### src/pwc_pkg.sv
package pwc_pkg;

   // Register bus shape
   localparam int          BUS_DATA_W     = 32;
   localparam int          ADDR_W         = 7;
   localparam int          REG_W          = 8;
   localparam int          NUM_CH         = 4;
   localparam int          WIDE_W         = 16;
   localparam int          PRESC_W        = 7;

   // Word indices of the registers
   localparam logic [6:0]  OFF_CLK        = 7'h40;
   localparam logic [6:0]  OFF_POL        = 7'h41;
   localparam logic [6:0]  OFF_EN         = 7'h42;
   localparam logic [6:0]  OFF_PRESC      = 7'h43;
   localparam logic [6:0]  OFF_SCALE0     = 7'h44;
   localparam logic [6:0]  OFF_SCNT0      = 7'h45;
   localparam logic [6:0]  OFF_SCALE1     = 7'h46;
   localparam logic [6:0]  OFF_SCNT1      = 7'h47;
   localparam logic [6:0]  OFF_CNT0       = 7'h48;
   localparam logic [6:0]  OFF_PER0       = 7'h4C;
   localparam logic [6:0]  OFF_DUTY0      = 7'h50;
   localparam logic [6:0]  OFF_ALIGN      = 7'h54;

   // Field positions in clock_prescale_and_pairing
   localparam int          JOIN_UPPER_BIT = 7;
   localparam int          JOIN_LOWER_BIT = 6;
   localparam int          DIV_A_LSB      = 3;
   localparam int          DIV_B_LSB      = 0;
   localparam int          DIV_W          = 3;

   // Field positions in clock_select_and_polarity
   localparam int          SEL_LSB        = 4;
   localparam int          SENSE_LSB      = 0;

   // Reset values
   localparam logic [7:0]  CLK_RESET      = 8'h00;
   localparam logic [7:0]  POL_RESET      = 8'h00;
   localparam logic [7:0]  PER_RESET      = 8'hFF;
   localparam logic [7:0]  DUTY_RESET     = 8'hFF;
   localparam logic [7:0]  BYTE_ZERO      = 8'h00;

   // Bus answer sequencer
   typedef enum logic [0:0] {
      BUS_IDLE   = 1'b0,
      BUS_ANSWER = 1'b1
   } pwc_bus_state_type;

endpackage : pwc_pkg

### src/pwc_channel.sv
`timescale 1ns/1ps

module pwc_channel #(
   parameter int CNT_W = 16
) (
   // Clock and reset
   input  wire logic             clk_sys,
   input  wire logic             reset_n,
   // Control
   input  wire logic             tick,
   input  wire logic             enable,
   input  wire logic             center,
   input  wire logic             sense,
   input  wire logic             clearCount,
   input  wire logic [CNT_W-1:0] perBuf,
   input  wire logic [CNT_W-1:0] dutyBuf,
   // Status and waveform
   output logic      [CNT_W-1:0] count,
   output logic                  wave
);
   import pwc_pkg::*;

   logic [CNT_W-1:0] activePer;
   logic [CNT_W-1:0] activeDuty;
   logic             down;
   logic [CNT_W-1:0] next_activePer;
   logic [CNT_W-1:0] next_activeDuty;
   logic [CNT_W-1:0] next_count;
   logic             next_down;
   logic             next_wave;
   logic             rollover;
   logic             lastStep;

   ////////////////////////////////////////////////////////////////////////////
   // Counter, active latches and output compare
   always_comb begin
      next_activePer  = activePer;
      next_activeDuty = activeDuty;
      next_count      = count;
      next_down       = down;
      rollover        = 1'b0;
      lastStep        = (activePer == '0) || (count >= activePer - CNT_W'(1));
      if (clearCount) begin
         next_count      = '0;
         next_down       = 1'b0;
         next_activePer  = perBuf;
         next_activeDuty = dutyBuf;
      end else if (!enable) begin
         // Stopped: writes go straight to the latches
         next_activePer  = perBuf;
         next_activeDuty = dutyBuf;
      end else if (tick) begin
         if (!center) begin
            // Left aligned: 0 .. period-1 then wrap
            if (lastStep) begin
               next_count = '0;
               rollover   = 1'b1;
            end else begin
               next_count = count + CNT_W'(1);
            end
         end else if (!down) begin
            // Centre: period match turns round
            if (activePer == '0) begin
               rollover = 1'b1;
            end else if (count >= activePer) begin
               next_down  = 1'b1;
               next_count = count - CNT_W'(1);
            end else begin
               next_count = count + CNT_W'(1);
            end
         end else if (count == '0) begin
            next_down  = 1'b0;
            next_count = CNT_W'(1);
            rollover   = 1'b1;
         end else begin
            next_count = count - CNT_W'(1);
         end
         // Buffered values load at a period boundary
         if (rollover) begin
            next_activePer  = perBuf;
            next_activeDuty = dutyBuf;
         end
      end
      // Start of period shows the sense level, duty match flips it
      next_wave = (count < activeDuty) ? sense : ~sense;
   end

   // Channel state registers
   always_ff @(posedge clk_sys or negedge reset_n) begin
      if (!reset_n) begin
         activePer  <= '1;
         activeDuty <= '1;
         count      <= '0;
         down       <= 1'b0;
         wave       <= 1'b0;
      end else begin
         activePer  <= next_activePer;
         activeDuty <= next_activeDuty;
         count      <= next_count;
         down       <= next_down;
         wave       <= next_wave;
      end
   end

endmodule : pwc_channel

### src/pwc_top.sv
// Behaviour
// - Four 8-bit channels, or pairs joined into 16-bit units, per pairing bits.
// - Each channel has period, duty and counter; duty spans 0 to 100 percent.
// - Each channel runs left aligned or centre aligned.
// - While running, new period and duty wait in a buffer until rollover.
// - While stopped, period and duty writes reach buffer and active latch at once.
// - Counter write clears the counter and loads buffered period and duty.
// - Software can read every channel counter.
// - Enabled channel owns its port pin; otherwise the pin stays general I/O. Joined pairs here drive the even pin by the odd enable.
// - Upper pairing: ch2 high, ch3 low, ch3 clock, output on ch2 pin.
// - Lower pairing: ch0 high, ch1 low, ch1 clock, output on ch0 pin.
// - Three-bit field divides base clock by two to the field for clock A.
// - Second three-bit field sets clock B with the same encoding.
// - Channels 2 and 3 pick clock B when select clear, S1 when set.
// - Channels 0 and 1 pick clock A when select clear, S0 when set.
// - Switching a clock select mid-waveform may give one odd pulse.
// - Select bits 7 to 4, sense bits 3 to 0, all cleared at reset.
// - Sense clear: low at period start, high at duty match; set: inverse.
// - Scaled clock is clock A or B divided by scale plus one, then by two.
//
// Chosen here: the Avalon-MM register port.
`timescale 1ns/1ps

module pwc_top (
   // Clock and reset
   input  wire logic                                 clk_sys,
   input  wire logic                                 reset_n,
   // Avalon-MM slave
   input  wire logic [pwc_pkg::ADDR_W-1:0]           address,
   input  wire logic                                 read,
   input  wire logic                                 write,
   input  wire logic [pwc_pkg::BUS_DATA_W-1:0]       writedata,
   input  wire logic [3:0]                           byteenable,
   output logic      [pwc_pkg::BUS_DATA_W-1:0]       readdata,
   output logic                                      waitrequest,
   // General-purpose port
   input  wire logic [pwc_pkg::NUM_CH-1:0]           gpioOut,
   input  wire logic [pwc_pkg::NUM_CH-1:0]           gpioDir,
   // Port pins
   output logic      [pwc_pkg::NUM_CH-1:0]           pinOut,
   output logic      [pwc_pkg::NUM_CH-1:0]           pinOe
);
   import pwc_pkg::*;

   pwc_bus_state_type        busState;
   pwc_bus_state_type        next_busState;
   logic [BUS_DATA_W-1:0]    next_readdata;
   logic [REG_W-1:0]         readValue;
   logic                     accept;
   logic                     wrLow;

   logic [REG_W-1:0]         clkReg;
   logic [REG_W-1:0]         polReg;
   logic [NUM_CH-1:0]        enReg;
   logic [NUM_CH-1:0]        alignReg;
   logic [REG_W-1:0]         scaleReg  [2];
   logic [REG_W-1:0]         perReg    [NUM_CH];
   logic [REG_W-1:0]         dutyReg   [NUM_CH];
   logic [REG_W-1:0]         next_clkReg;
   logic [REG_W-1:0]         next_polReg;
   logic [NUM_CH-1:0]        next_enReg;
   logic [NUM_CH-1:0]        next_alignReg;
   logic [REG_W-1:0]         next_scaleReg [2];
   logic [REG_W-1:0]         next_perReg   [NUM_CH];
   logic [REG_W-1:0]         next_dutyReg  [NUM_CH];
   logic [NUM_CH-1:0]        cntClear;
   logic [1:0]               scaleLoad;

   logic [PRESC_W-1:0]       presc;
   logic [PRESC_W-1:0]       next_presc;
   logic [REG_W-1:0]         scnt      [2];
   logic [REG_W-1:0]         next_scnt [2];
   logic [1:0]               half;
   logic [1:0]               next_half;
   logic [PRESC_W-1:0]       divMask   [2];
   logic [DIV_W-1:0]         divField  [2];
   logic [1:0]               baseTick;
   logic [1:0]               scaledTick;
   logic                     anyEn;

   logic [WIDE_W-1:0]        unitCnt   [NUM_CH];
   logic [NUM_CH-1:0]        unitWave;
   logic [REG_W-1:0]         chCount   [NUM_CH];
   logic [NUM_CH-1:0]        drive;
   logic [NUM_CH-1:0]        driveVal;
   logic [NUM_CH-1:0]        next_pinOut;
   logic [NUM_CH-1:0]        next_pinOe;

   ////////////////////////////////////////////////////////////////////////////
   // Bus sequencer: one wait cycle, then the answer edge
   assign waitrequest = (read | write) & (busState == BUS_IDLE);
   assign accept      = (read | write) & (busState == BUS_ANSWER);
   assign wrLow       = accept & write & byteenable[0];

   always_comb begin
      next_busState = busState;
      next_readdata = readdata;
      case (busState)
         BUS_IDLE: begin
            if (read | write) begin
               next_busState = BUS_ANSWER;
               // Captured a cycle early so it stands at the answer edge
               next_readdata = {{(BUS_DATA_W-REG_W){1'b0}}, readValue};
            end
         end
         BUS_ANSWER: begin
            next_busState = BUS_IDLE;
         end
         default: begin
            next_busState = BUS_IDLE;
         end
      endcase
   end

   always_ff @(posedge clk_sys or negedge reset_n) begin
      if (!reset_n) begin
         busState <= BUS_IDLE;
         readdata <= '0;
      end else begin
         busState <= next_busState;
         readdata <= next_readdata;
      end
   end

   ////////////////////////////////////////////////////////////////////////////
   // Read decode; unmapped indices read as zero
   always_comb begin
      readValue = BYTE_ZERO;
      if (address == OFF_CLK) begin
         readValue = clkReg;
      end else if (address == OFF_POL) begin
         readValue = polReg;
      end else if (address == OFF_EN) begin
         readValue = {{(REG_W-NUM_CH){1'b0}}, enReg};
      end else if (address == OFF_PRESC) begin
         readValue = {1'b0, presc};
      end else if (address == OFF_SCALE0) begin
         readValue = scaleReg[0];
      end else if (address == OFF_SCNT0) begin
         readValue = scnt[0];
      end else if (address == OFF_SCALE1) begin
         readValue = scaleReg[1];
      end else if (address == OFF_SCNT1) begin
         readValue = scnt[1];
      end else if (address >= OFF_CNT0 && address < OFF_PER0) begin
         readValue = chCount[2'(address - OFF_CNT0)];
      end else if (address >= OFF_PER0 && address < OFF_DUTY0) begin
         readValue = perReg[2'(address - OFF_PER0)];
      end else if (address >= OFF_DUTY0 && address < OFF_ALIGN) begin
         readValue = dutyReg[2'(address - OFF_DUTY0)];
      end else if (address == OFF_ALIGN) begin
         readValue = {{(REG_W-NUM_CH){1'b0}}, alignReg};
      end
   end

   ////////////////////////////////////////////////////////////////////////////
   // Register writes and their side-effect pulses
   always_comb begin
      next_clkReg   = clkReg;
      next_polReg   = polReg;
      next_enReg    = enReg;
      next_alignReg = alignReg;
      next_scaleReg = scaleReg;
      next_perReg   = perReg;
      next_dutyReg  = dutyReg;
      cntClear      = '0;
      scaleLoad     = '0;
      if (wrLow) begin
         if (address == OFF_CLK) begin
            next_clkReg = writedata[REG_W-1:0];
         end else if (address == OFF_POL) begin
            next_polReg = writedata[REG_W-1:0];
         end else if (address == OFF_EN) begin
            next_enReg = writedata[NUM_CH-1:0];
         end else if (address == OFF_SCALE0) begin
            next_scaleReg[0] = writedata[REG_W-1:0];
            scaleLoad[0]     = 1'b1;
         end else if (address == OFF_SCALE1) begin
            next_scaleReg[1] = writedata[REG_W-1:0];
            scaleLoad[1]     = 1'b1;
         end else if (address >= OFF_CNT0 && address < OFF_PER0) begin
            cntClear[2'(address - OFF_CNT0)] = 1'b1;
         end else if (address >= OFF_PER0 && address < OFF_DUTY0) begin
            next_perReg[2'(address - OFF_PER0)] = writedata[REG_W-1:0];
         end else if (address >= OFF_DUTY0 && address < OFF_ALIGN) begin
            next_dutyReg[2'(address - OFF_DUTY0)] = writedata[REG_W-1:0];
         end else if (address == OFF_ALIGN) begin
            next_alignReg = writedata[NUM_CH-1:0];
         end
      end
   end

   always_ff @(posedge clk_sys or negedge reset_n) begin
      if (!reset_n) begin
         clkReg   <= CLK_RESET;
         polReg   <= POL_RESET;
         enReg    <= '0;
         alignReg <= '0;
         for (int i = 0; i < 2; i++) begin
            scaleReg[i] <= BYTE_ZERO;
         end
         for (int i = 0; i < NUM_CH; i++) begin
            perReg[i]  <= PER_RESET;
            dutyReg[i] <= DUTY_RESET;
         end
      end else begin
         clkReg   <= next_clkReg;
         polReg   <= next_polReg;
         enReg    <= next_enReg;
         alignReg <= next_alignReg;
         scaleReg <= next_scaleReg;
         perReg   <= next_perReg;
         dutyReg  <= next_dutyReg;
      end
   end

   ////////////////////////////////////////////////////////////////////////////
   // Prescaler and two scalers; all rates are enables
   assign anyEn       = |enReg;
   assign divField[0] = clkReg[DIV_A_LSB +: DIV_W];
   assign divField[1] = clkReg[DIV_B_LSB +: DIV_W];

   always_comb begin
      // Holding the count when idle saves toggling, like a gated prescaler
      next_presc = anyEn ? presc + PRESC_W'(1) : presc;
      next_scnt  = scnt;
      next_half  = half;
      for (int p = 0; p < 2; p++) begin
         // Low field bits all ones gives a pulse every 2**field cycles
         divMask[p]    = PRESC_W'((8'h01 << divField[p]) - 8'h01);
         baseTick[p]   = anyEn && ((presc & divMask[p]) == divMask[p]);
         scaledTick[p] = baseTick[p] && (scnt[p] == BYTE_ZERO) && half[p];
         if (scaleLoad[p]) begin
            next_scnt[p] = next_scaleReg[p];
         end else if (baseTick[p]) begin
            if (scnt[p] == BYTE_ZERO) begin
               next_scnt[p] = scaleReg[p];
               next_half[p] = ~half[p];
            end else begin
               next_scnt[p] = scnt[p] - 8'h01;
            end
         end
      end
   end

   always_ff @(posedge clk_sys or negedge reset_n) begin
      if (!reset_n) begin
         presc   <= '0;
         scnt[0] <= BYTE_ZERO;
         scnt[1] <= BYTE_ZERO;
         half    <= '0;
      end else begin
         presc <= next_presc;
         scnt  <= next_scnt;
         half  <= next_half;
      end
   end

   ////////////////////////////////////////////////////////////////////////////
   // Channel pairs: even channel is the high byte, odd the low byte
   for (genvar p = 0; p < 2; p++) begin : gPair
      localparam int HI = 2 * p;
      localparam int LO = 2 * p + 1;
      logic joined;
      logic hiTick;
      logic loTick;

      assign joined = clkReg[(p == 0) ? JOIN_LOWER_BIT : JOIN_UPPER_BIT];
      // Select swaps mid-waveform are not synchronised to a period edge
      assign hiTick = polReg[SEL_LSB+HI] ? scaledTick[p] : baseTick[p];
      assign loTick = polReg[SEL_LSB+LO] ? scaledTick[p] : baseTick[p];

      // Low unit runs the joined channel on its own clock
      pwc_channel #(.CNT_W(WIDE_W)) uLow (
         .clk_sys    (clk_sys),
         .reset_n    (reset_n),
         .tick       (loTick),
         .enable     (enReg[LO]),
         .center     (alignReg[LO]),
         .sense      (joined ? polReg[SENSE_LSB+HI] : polReg[SENSE_LSB+LO]),
         .clearCount (cntClear[LO] | (joined & cntClear[HI])),
         .perBuf     (joined ? {perReg[HI], perReg[LO]} : {BYTE_ZERO, perReg[LO]}),
         .dutyBuf    (joined ? {dutyReg[HI], dutyReg[LO]} : {BYTE_ZERO, dutyReg[LO]}),
         .count      (unitCnt[LO]),
         .wave       (unitWave[LO])
      );

      pwc_channel #(.CNT_W(WIDE_W)) uHigh (
         .clk_sys    (clk_sys),
         .reset_n    (reset_n),
         .tick       (hiTick),
         .enable     (enReg[HI] & ~joined),
         .center     (alignReg[HI]),
         .sense      (polReg[SENSE_LSB+HI]),
         .clearCount (cntClear[HI]),
         .perBuf     ({BYTE_ZERO, perReg[HI]}),
         .dutyBuf    ({BYTE_ZERO, dutyReg[HI]}),
         .count      (unitCnt[HI]),
         .wave       (unitWave[HI])
      );

      // Joined counter reads back as high and low bytes
      assign chCount[HI]  = joined ? unitCnt[LO][WIDE_W-1:REG_W] : unitCnt[HI][REG_W-1:0];
      assign chCount[LO]  = unitCnt[LO][REG_W-1:0];
      // Joined output leaves on the high channel's pin, low pin is freed
      assign drive[HI]    = joined ? enReg[LO] : enReg[HI];
      assign driveVal[HI] = joined ? unitWave[LO] : unitWave[HI];
      assign drive[LO]    = ~joined & enReg[LO];
      assign driveVal[LO] = unitWave[LO];
   end

   ////////////////////////////////////////////////////////////////////////////
   // Pin sharing: an enabled unjoined channel, or a joined pair with its odd channel enabled, wins
   always_comb begin
      for (int i = 0; i < NUM_CH; i++) begin
         next_pinOut[i] = drive[i] ? driveVal[i] : gpioOut[i];
         next_pinOe[i]  = drive[i] | gpioDir[i];
      end
   end

   always_ff @(posedge clk_sys or negedge reset_n) begin
      if (!reset_n) begin
         pinOut <= '0;
         pinOe  <= '0;
      end else begin
         pinOut <= next_pinOut;
         pinOe  <= next_pinOe;
      end
   end

endmodule : pwc_top

### config.mk
export PLATFORM = sky130hd
export DESIGN_NAME = pwc_top
export DESIGN_NICKNAME = d
export VERILOG_FILES = /design/src/pwc_pkg.sv /design/src/pwc_channel.sv /design/src/pwc_top.sv
export SDC_FILE = /design/constraint.sdc
export NUM_CORES = 1
export LEC_CHECK = 0
export BUFFER_PORTS_ARGS = -buffer_cell sky130_fd_sc_hd__buf_2
export CORE_MARGIN = 8
export CORE_UTILIZATION = 30
export DETAILED_ROUTE_END_ITERATION = 16
export PLACE_DENSITY = 0.45
export SKIP_LAST_GASP = 1
export SYNTH_ARGS = -nofsm -noshare
export SYNTH_HDL_FRONTEND = slang
export SYNTH_SLANG_ARGS = --single-unit
### constraint.sdc
create_clock -name clk_sys -period 3.8 [get_ports clk_sys]
set_clock_uncertainty 0.15 [all_clocks]
set_input_delay 0.57 -clock clk_sys [delete_from_list [all_inputs] [get_ports clk_sys]]
set_output_delay 0.57 -clock clk_sys [all_outputs]
set_load 0.005 [all_outputs]
-- Word level (Yosys, flattened, before mapping)
Index checks and enable logic that the tools add are counted.
- output and inout bits: 41
- logic and storage cells: 430
- register bits: 346
- shifts and indexed selects: 2
- reductions and logical operators: 62
- add/subtract/negate cells: 20
- muxes and demuxes: 214
- bitwise operators: 41
- order comparisons: 25
- equality and inequality tests: 23
- operators by type and width (kind ; number):
    two-way mux 16 bit ; 76
    two-way mux 8 bit ; 30
    greater-or-equal comparator 16 bit ; 8
    logical NOT 16 bit ; 8
    subtractor 16 x 1 -> 16 bit (second input constant) ; 8
    two-way mux 1 bit ; 87
    adder 16 x 1 -> 16 bit (second input constant) ; 4
    bitwise mux 32 bit ; 2
    less-than comparator 16 bit ; 4
    equality test 7 bit (second input constant) ; 9
    binary-select mux 8 bit (select 2 bit) ; 3
    AND reduction 3 bit ; 11
    demux 8 bit (select 2 bit) ; 2
    two-way mux 4 bit ; 8
    nonzero test 2 bit ; 14
    greater-or-equal comparator 7 bit (second input constant) ; 3
    less-than comparator 7 bit (second input constant) ; 3
    inverter 1 bit ; 19
    logical NOT 8 bit ; 2
    subtractor 8 x 1 -> 8 bit (second input constant) ; 2
    bitwise AND 7 bit ; 2
    equality test 7 bit ; 2
    left shift 1 x 3 -> 7 bit (first input constant) ; 2
    subtractor 7 x 1 -> 7 bit (second input constant) ; 2
    24 further kinds ; 76

-- Depth between registers and ports, before layout
Gate-level depths: netlist (run 1).
- word-level depth: 19
- gate-level depth with buffers: 19
- gate-level depth less buffers: 17

-- Modules after synthesis
A second synthesis (run 1) with hierarchy kept.
- cells, all modules: 2677
- area, all modules: 26352.8 µm²
- modules (own cells, without submodules) (module ; area each (µm²) ; cells each ; times used ; seq. area each (µm²)):
    pwc_channel at gPair[0].uHigh ... ; 4496.8 ; 472 ; 3 ; 1291.2
    pwc_top ; 8595.7 ; 805 ; 1 ; 3733.6
    pwc_channel at gPair[0].uLow ; 4266.6 ; 456 ; 1 ; 1291.2

-- Worst setup path after synthesis (run 1)
OpenSTA, ideal clock, no wires.
- path type: register to register
- start point: register gPair[1].uHigh.activePer[0]
- end point: register gPair[1].uHigh.activeDuty[0]
- data required time: 3.568 ns
- period minus slack after synthesis: 3.702 ns
- cell stages (with the launch flop): 15
- path slack: 0.098 ns
- buffers on the path: 1
- arrival: 3.470 ns
- path through: dfstp_2 -> nor3_1 -> nand4_1 -> nor2_1 -> a21oi_1 -> ha_1 -> a21o_1 -> a21o_1 -> a21oi_1 -> o2111ai_1 -> a21oi_1 -> nand2_1 -> a21boi_1 -> buf_2 -> mux2_2
- longest elaborated chain between the ends: 10
- elaborated cells between the ends (all ways): 13
- RTL lines (what ; line ; RTL):
    from (decl) ; pwc_channel.sv:23 ; logic [CNT_W-1:0] activePer;
    from (signal assigned) ; pwc_channel.sv:97 ; activePer <= next_activePer;
    subtractor 16 x 1 -> 16 bit ; pwc_channel.sv:42 ; lastStep = (activePer == '0) || (count >= activePer - CNT_W'(1));
    greater-or-equal comparator 16 bit ; pwc_channel.sv:42 ;
    logical OR 1 bit ; pwc_channel.sv:42 ;
    two-way mux 1 bit ; pwc_channel.sv:55 ; if (lastStep) begin
    two-way mux 1 bit * ; pwc_channel.sv:53 ; if (!center) begin
    two-way mux 1 bit * ; pwc_channel.sv:52 ; end else if (tick) begin
    two-way mux 1 bit * ; pwc_channel.sv:48 ; end else if (!enable) begin
    two-way mux 1 bit * ; pwc_channel.sv:43 ; if (clearCount) begin
    inequality test 3 bit (no line) * ; n/a ;
    AND reduction 2 bit (no line) * ; n/a ;
    to (signal assigned) ; pwc_channel.sv:98 ; activeDuty <= next_activeDuty;
    to (decl) ; pwc_channel.sv:24 ; logic [CNT_W-1:0] activeDuty;
Every way passes the cells marked *; elsewhere a longest branch is shown, timed or not. The select of a mux whose other input is x is not followed.
A chain may end at the register's enable or synchronous reset.

-- Final worst setup path (run 1)
- start point: register gPair[1].uLow.activePer[0]
- end point: register gPair[1].uLow.activeDuty[4]
- longest elaborated chain between the ends: 10
- elaborated cells between the ends (all ways): 13
- RTL lines (what ; line):
    from (decl) ; pwc_channel.sv:23
    from (signal assigned) ; pwc_channel.sv:97
    subtractor 16 x 1 -> 16 bit ; pwc_channel.sv:42
    greater-or-equal comparator 16 bit ; pwc_channel.sv:42
    logical OR 1 bit ; pwc_channel.sv:42
    two-way mux 1 bit ; pwc_channel.sv:55
    two-way mux 1 bit * ; pwc_channel.sv:53
    two-way mux 1 bit * ; pwc_channel.sv:52
    two-way mux 1 bit * ; pwc_channel.sv:48
    two-way mux 1 bit * ; pwc_channel.sv:43
    inequality test 3 x 1 -> 1 bit (no line) * ; n/a
    AND reduction 2 bit (no line) * ; n/a
    to (signal assigned) ; pwc_channel.sv:98
    to (decl) ; pwc_channel.sv:24
Marks and branches as above.

==> results of run 1 <==
## stage by stage
step	power, uW	cells	instance area [um2]
6_report	11500	3692	26800
2_1_floorplan	6230	2535	23100
3_5_place_dp	7390	3605	25200
4_1_cts	11600	3685	26600
5_1_grt	12200	3690	26800
3_3_place_gp	7320	3605	25200
## metal layers
layer	global-route usage, %	wire (um)
met1	24.9	36600
met2	28.9	36300
met3	2.42	3820
met4	4.36	1580
met5	0	18
## state kept, by name, indices dropped and copies added, names as in the netlist, 16 cells and up
signal,flops
gPair.uLow.activeDuty,32
scaleReg,16
gPair.uHigh.count,32
gPair.uHigh.activePer,16
scnt,16
dutyReg,32
gPair.uLow.activePer,32
perReg,32
gPair.uHigh.activeDuty,18
gPair.uLow.count,32
## report_power, final
group | internal [uW] | switching, uW | total, uW
logic | 1370 | 1830 | 3200
registers | 3780 | 414 | 4190
clock network | 2450 | 1670 | 4120
total | 7590 | 3920 | 11500
## worst max-delay path by stage
stage	end	slack, ps	cells past startpoint
2_1_floorplan	gPair[1].uHigh.activeDuty[0]	100	14
3_3_place_gp	gPair[0].uHigh.count[10]	-10	12
3_5_place_dp	gPair[1].uLow.activeDuty[5]	-90	14
4_1_cts	gPair[1].uLow.activeDuty[4]	20	14
5_1_grt	gPair[1].uLow.count[13]	-70	18
6_report	gPair[1].uLow.activeDuty[4]	180	17
## timing repair
item / CTS / global route
pin swaps: 0 / 4
hold buffers: 3 / 0
gates cloned: 0 / 1
setup endpoints to repair: 34 / 114
resized for setup: 1 / 28
hold endpoints to repair: 70 / 0
setup buffers: 0 / 3
## cell usage after synthesis (43+ instances only)
library cell and instances:
nand2_1 259, ha_1 193, o21ai_0 178, dfstp_2 162, dfrtp_1 154, nor2_1 153, mux2_2 151, inv_1 150
a21oi_1 142, clkbuf_1 106, nand3_1 68, nor3_1 67, xnor2_1 56, mux2i_1 43
## layout by cell type, fill, tap and decap left out, drive strengths merged, types with 33 or more instances in the layout
master  count
inv       153
o21ai     182
a21oi     142
nand4      33
nand3      68
clkbuf     63
mux2i      43
a21o       36
nor3       69
dfstp     162
ha        193
xnor2      56
nor2      153
and3       37
dfrtp     154
nand2     259
mux2      165
buf       199
## cell families (layout without fill, tap and decap cells)
logic type	count (synthesis)	count (layout)	synth area share (%)
muxes	232	232	12.5
buffers and inverters	307	431	5.59
xor gates and xnor gates	69	69	2.63
and+or+nand+nor	789	789	16.6
AOI/OAI and AO/OA	605	605	16.8
other	1	27	0.0163
DFF	316	316	35.3
adders and majority gates	193	193	10.5
## area by class of cell
| type | count | area share (%) |
|---|---|---|
| Multi-Input combinational cell | 1912 | 51.5 |
| Sequential cell | 316 | 30.3 |
| Timing Repair Buffer | 203 | 5.97 |
| Tap cell | 1030 | 4.81 |
| Clock buffer | 62 | 4.69 |
| Inverter | 151 | 2.12 |
| Clock inverter | 15 | 0.649 |
| Antenna cell | 3 | 0.0280 |
==> results.md, run 1 <==
* Wirelength, routed at 78.3 mm
* Via count at 19.8k
* Arr. time, crit path at 3970 ps
* Final Hold Viols at 0
* Dominant synthesized flop cell: dfstp_2
* Nets at 2874
* WHS at 36.2 ps
* Max-cap violation count at 0
* Router iterations before antenna repair at 6
* Crit-path cells: inv_1 -> ha_1 -> nand4_1 -> buf_4 -> buf_4 -> nor2_1 -> xnor2_1 -> ha_1 -> nand2_1 -> nor2_1 -> a211oi_2 -> o21ai_1 -> a211oi_1 -> buf_4 -> o211a_4 -> buf_12 -> mux2_2
* Status: finished clean
* Register area at 0.00811 mm2
* Hold Startpoint: gpioDir[3]
* Largest area contributor in the netlist: dfstp_2
* Drt drc at 0
* Slowest cell on crit path: dfstp_2
* Largest net degree at the start of global routing at 87
* Rows at 101
* Layout cells sized above 1 at 25.1%
* Via density at 5.36
* Final min period at 3620 ps
* RR Startpoint: gPair[1].uLow.activePer[0]
* Clk_lat worst skew at 590 ps
* Worst VDD drop at 0.300 mV
* Final critical-path share of the clock period at 95.3%
* Starting Density at 30.3%
* Layout area overhead at 16.5%
* Maximum fanout along the worst path at 14
* Drt wl/cell at 21.2 um
* Detailed placement HPWL at 58.5 mm
* Layout Utilization at 35.3%
* Sequential element share of the synthesized area at 35.3%
* Max-slew violations at 0
* Synth warnings at 0
* Element type at the critical path start: flop
* CTS Buffer Depth at 3
* Worst Setup SP: gPair[1].uLow.activePer[0]
* All-Layer GR Usage at 17.8%
* Setup TNS at 0 ps
* Initial antenna violation count at 8
* Critical R2R Capture: gPair[1].uLow.activeDuty[4]
* Core ar. at 0.0759 mm2
* Area of the mapped netlist at 0.0230 mm2
* Slew HR at 25.4%
* Synth async-reset ratio at 100%
* Achievable clock frequency at 276 MHz
* Flop-to-flop setup slack at 180 ps
* Die area at 0.0858 mm2
* Post-synthesis register bit count at 316
* Post-synth EDFFs at 0
* Synth area leaders: dfstp_2 19%, dfrtp_1 17%, ha_1 11%, mux2_2 7.4%, nand2_1 4.2%
* Worst Reg-to-Reg Cells at 17
* Die H at 293 um
* Top-area cell type share of the netlist area at 18.5%
* Clock root buffer: clkbuf_16
* Fill count at 7800
* DRT antenna net count at 0
* Data required time at the worst endpoint at 4140 ps
* Cts bufs inserted at 42
* Crit. End Element: flop
* Global-route wire length before repair at 121 mm
* Hold endpoint: pinOe[3]
* Worst min path class: primary input to flop
* CP dominant cell by count: buf_4
* CP bufs+invs at 5
* Syn Area/Cell at 9.15 um2
* Drt initial violations at 1331
* Number of global-route vias before repair at 19.5k
* Critical path class: flop to flop
* Static Leak at 0.0118 uW
* DP Worst Slack at -90.4 ps
* Max H-tree Level at 2
* Final setup vio count at 0
* Top Ports at 96
* Slowest stage delay, CP at 580 ps
* Reg clk slew, reported paths at 60 ps
* Hold path depth at 2
* Die X at 293 um
* Slew @ Worst Pin at 1110 ps
* Count of cell types in the netlist at 82
* Cell area power density at 430 mW/mm2
* Port bufs at 44
* CP delay by family, top: buffers and inverters
* Post-Synthesis Cells at 2512
* GR Overflow Total at 0
* GPL Wtd Cong at 0.874
* Clock Sinks at 316
* CTS tree: built
* Min setup slack post-route at 177 ps
* Multi-input gate area at 0.0138 mm2
No activity file was read; power rests on OpenSTA's default activity.
==> inputs of run 2 (changes only) <==
Settings changed: PLACE_DENSITY 0.45 to 0.44.
Clock period 3.8 ns to 3.5 ns, I/O delays scaled along.
==> results.md, run 2 (synthesis results as in run 1) <==
* Status: finished with violations
* Violated checks: negative setup slack
* Router iterations before antenna repair at 6 (unchanged)
* Wirelength, routed at 82.8 mm (+5.7%)
* Worst VDD drop at 0.296 mV (-1.2%)
* Clock root buffer: clkbuf_16
* Initial antenna violation count at 9 (+1)
* Max H-tree Level at 2 (unchanged)
* Hold Startpoint: gpioDir[0]
* Commonest non-fill, non-tap cell in the layout: nand2_1
* Core ar. at 0.0759 mm2 (unchanged)
* Crit. End Element: flop
* Final min period at 3570 ps (-54.6 ps)
* Worst Reg-to-Reg Cells at 17 (unchanged)
* Port bufs at 44 (unchanged)
* All-Layer GR Usage at 18.6% (+0.78 points)
* Min setup slack post-route at -68.2 ps (-245 ps)
* CTS tree: built
* Cell area power density at 464 mW/mm2 (+8.0%)
* Via count at 20.4k (+3.3%)
* Drt initial violations at 1481 (+11%)
* Via density at 5.36 (about the same)
* Worst min path class: primary input to flop
* Slew @ Worst Pin at 907 ps (-202 ps)
* Unrepaired setup endpoints after global routing: yes
* Data required time at the worst endpoint at 3850 ps (-290 ps)
* Drt drc at 0 (unchanged)
* Arr. time, crit path at 3920 ps (-50 ps)
* Max-cap violation count at 0 (unchanged)
* Static Leak at 0.0126 uW (+7.5%)
* Slew HR at 39.3% (+14 points)
* RR Startpoint: gPair[0].uHigh.activePer[4]
* Most frequent cells in the layout: 252 x nand2_1, 236 x buf_4, 186 x ha_1
* Reg clk slew, reported paths at 60 ps (about the same)
* Critical path class: flop to flop
* Drt wl/cell at 21.7 um (+2.3%)
* Largest net degree at the start of global routing at 68 (-22%)
* Achievable clock frequency at 280 MHz (+1.5%)
* Final critical-path share of the clock period at 102% (+6.6 points)
* Detailed placement HPWL at 60.6 mm (+3.6%)
* Die X at 293 um (unchanged)
* Die H at 293 um (unchanged)
* Number of global-route vias before repair at 20.0k (+2.4%)
* Max-slew violations at 0 (unchanged)
* Clk_lat worst skew at 580 ps (about the same)
* DRT antenna net count at 0 (unchanged)
* CTS Buffer Depth at 3 (unchanged)
* Rows at 101 (unchanged)
* Maximum fanout along the worst path at 8 (-6)
* Hold path depth at 2 (unchanged)
* GR Overflow Total at 0 (unchanged)
* Top Ports at 96 (unchanged)
* GPL Wtd Cong at 0.856 (-2.0%)
* WHS at 64.9 ps (+28.7 ps)
* Starting Density at 30.3% (unchanged)
* Setup TNS at -912 ps (-912 ps)
* Final setup vio count at 17 (+17)
* Die area at 0.0858 mm2 (unchanged)
* Nets at 2999 (+4.3%)
* Worst Setup SP: gPair[0].uHigh.activePer[4]
* Global-route wire length before repair at 125 mm (+3.7%)
* Cts bufs inserted at 43 (+2.4%)
* Layout area overhead at 23.8%
* Final Hold Viols at 0 (unchanged)
* Element type at the critical path start: flop
* Layout cells sized above 1 at 31.5% (+6.4 points)
* Clock Sinks at 316 (unchanged)
## run 2: stage by stage
step | util (%) | worst slack, ps | instance area [um2] | power, uW | cells
global route | 37.5 | -203 | 28500 | 14000 | 3815
CTS | 36.6 | -63.4 | 27800 | 13000 | 3796
detailed placement | 34.1 | -247 | 25900 | 8160 | 3693
floorplan | - | 3.95 | 23100 | 6770 | 2535
finish | 37.5 | -68.2 | 28500 | 13200 | 3816
global placement | 34.1 | -239 | 25900 | 8080 | 3693
## run 2: path summary, 6_finish.rpt
check	slack (ps)	to
worst max-delay path	-70	gPair[0].uHigh.activePer[5]
worst min-delay path	60	pinOe[0]
worst max register to register	-70	gPair[0].uHigh.activePer[5]
worst min register to register	320	readdata[5]
max in group asynchronous	1940	gPair[0].uLow.activePer[11]
min in group asynchronous	380	gPair[1].uHigh.count[13]
## run 2: power by group
group | internal [uW] | switching (uW) | leakage (uW)
Sequential | 4100 | 426 | 0.00363
Clock | 2710 | 1830 | 0.000722
Combinational | 1860 | 2280 | 0.00829
Total | 8680 | 4540 | 0.0126
## run 2: cell type report
cell class,count,area [um2]
Clock buffer,56,1190
Timing Repair Buffer,327,2740
Clock inverter,22,238
Multi-Input combinational cell,1912,14300
Tap cell,1030,1290
Fill cell,7661,47500
Inverter,151,579
Antenna cell,2,5.00
Sequential cell,316,8110
## run 2: repair_timing
item,4_1_cts,5_1_grt
setup buffers,19,22
hold endpoints to repair,34,0
pin swaps,25,77
gates resized for setup,56,147
gates cloned,4,4
hold buffers,4,0
setup endpoints to repair,121,148
## run 2: metal layers
layer	up-vias	GRT usage [%]	part of all wire, %
li1	9598	-	-
met1	10161	25.6	47
met2	539	30.5	46
met3	130	2.56	4.5
met4	8	4.81	2.8
met5	-	0	0.060
## run 2: worst max-delay path, cell delays in order, from the launching register on
cell and delay [ps]:
dfstp_2 370, or4_4 550, nor3_4 130, buf_6 160
a21oi_2 60, ha_1 310, buf_4 100, buf_4 90
nand4_1 90, nor4_2 310, a21oi_2 120, nand2_2 100
buf_6 160, inv_8 40, o21ai_4 160, buf_6 140
buf_12 120, mux2_2 330
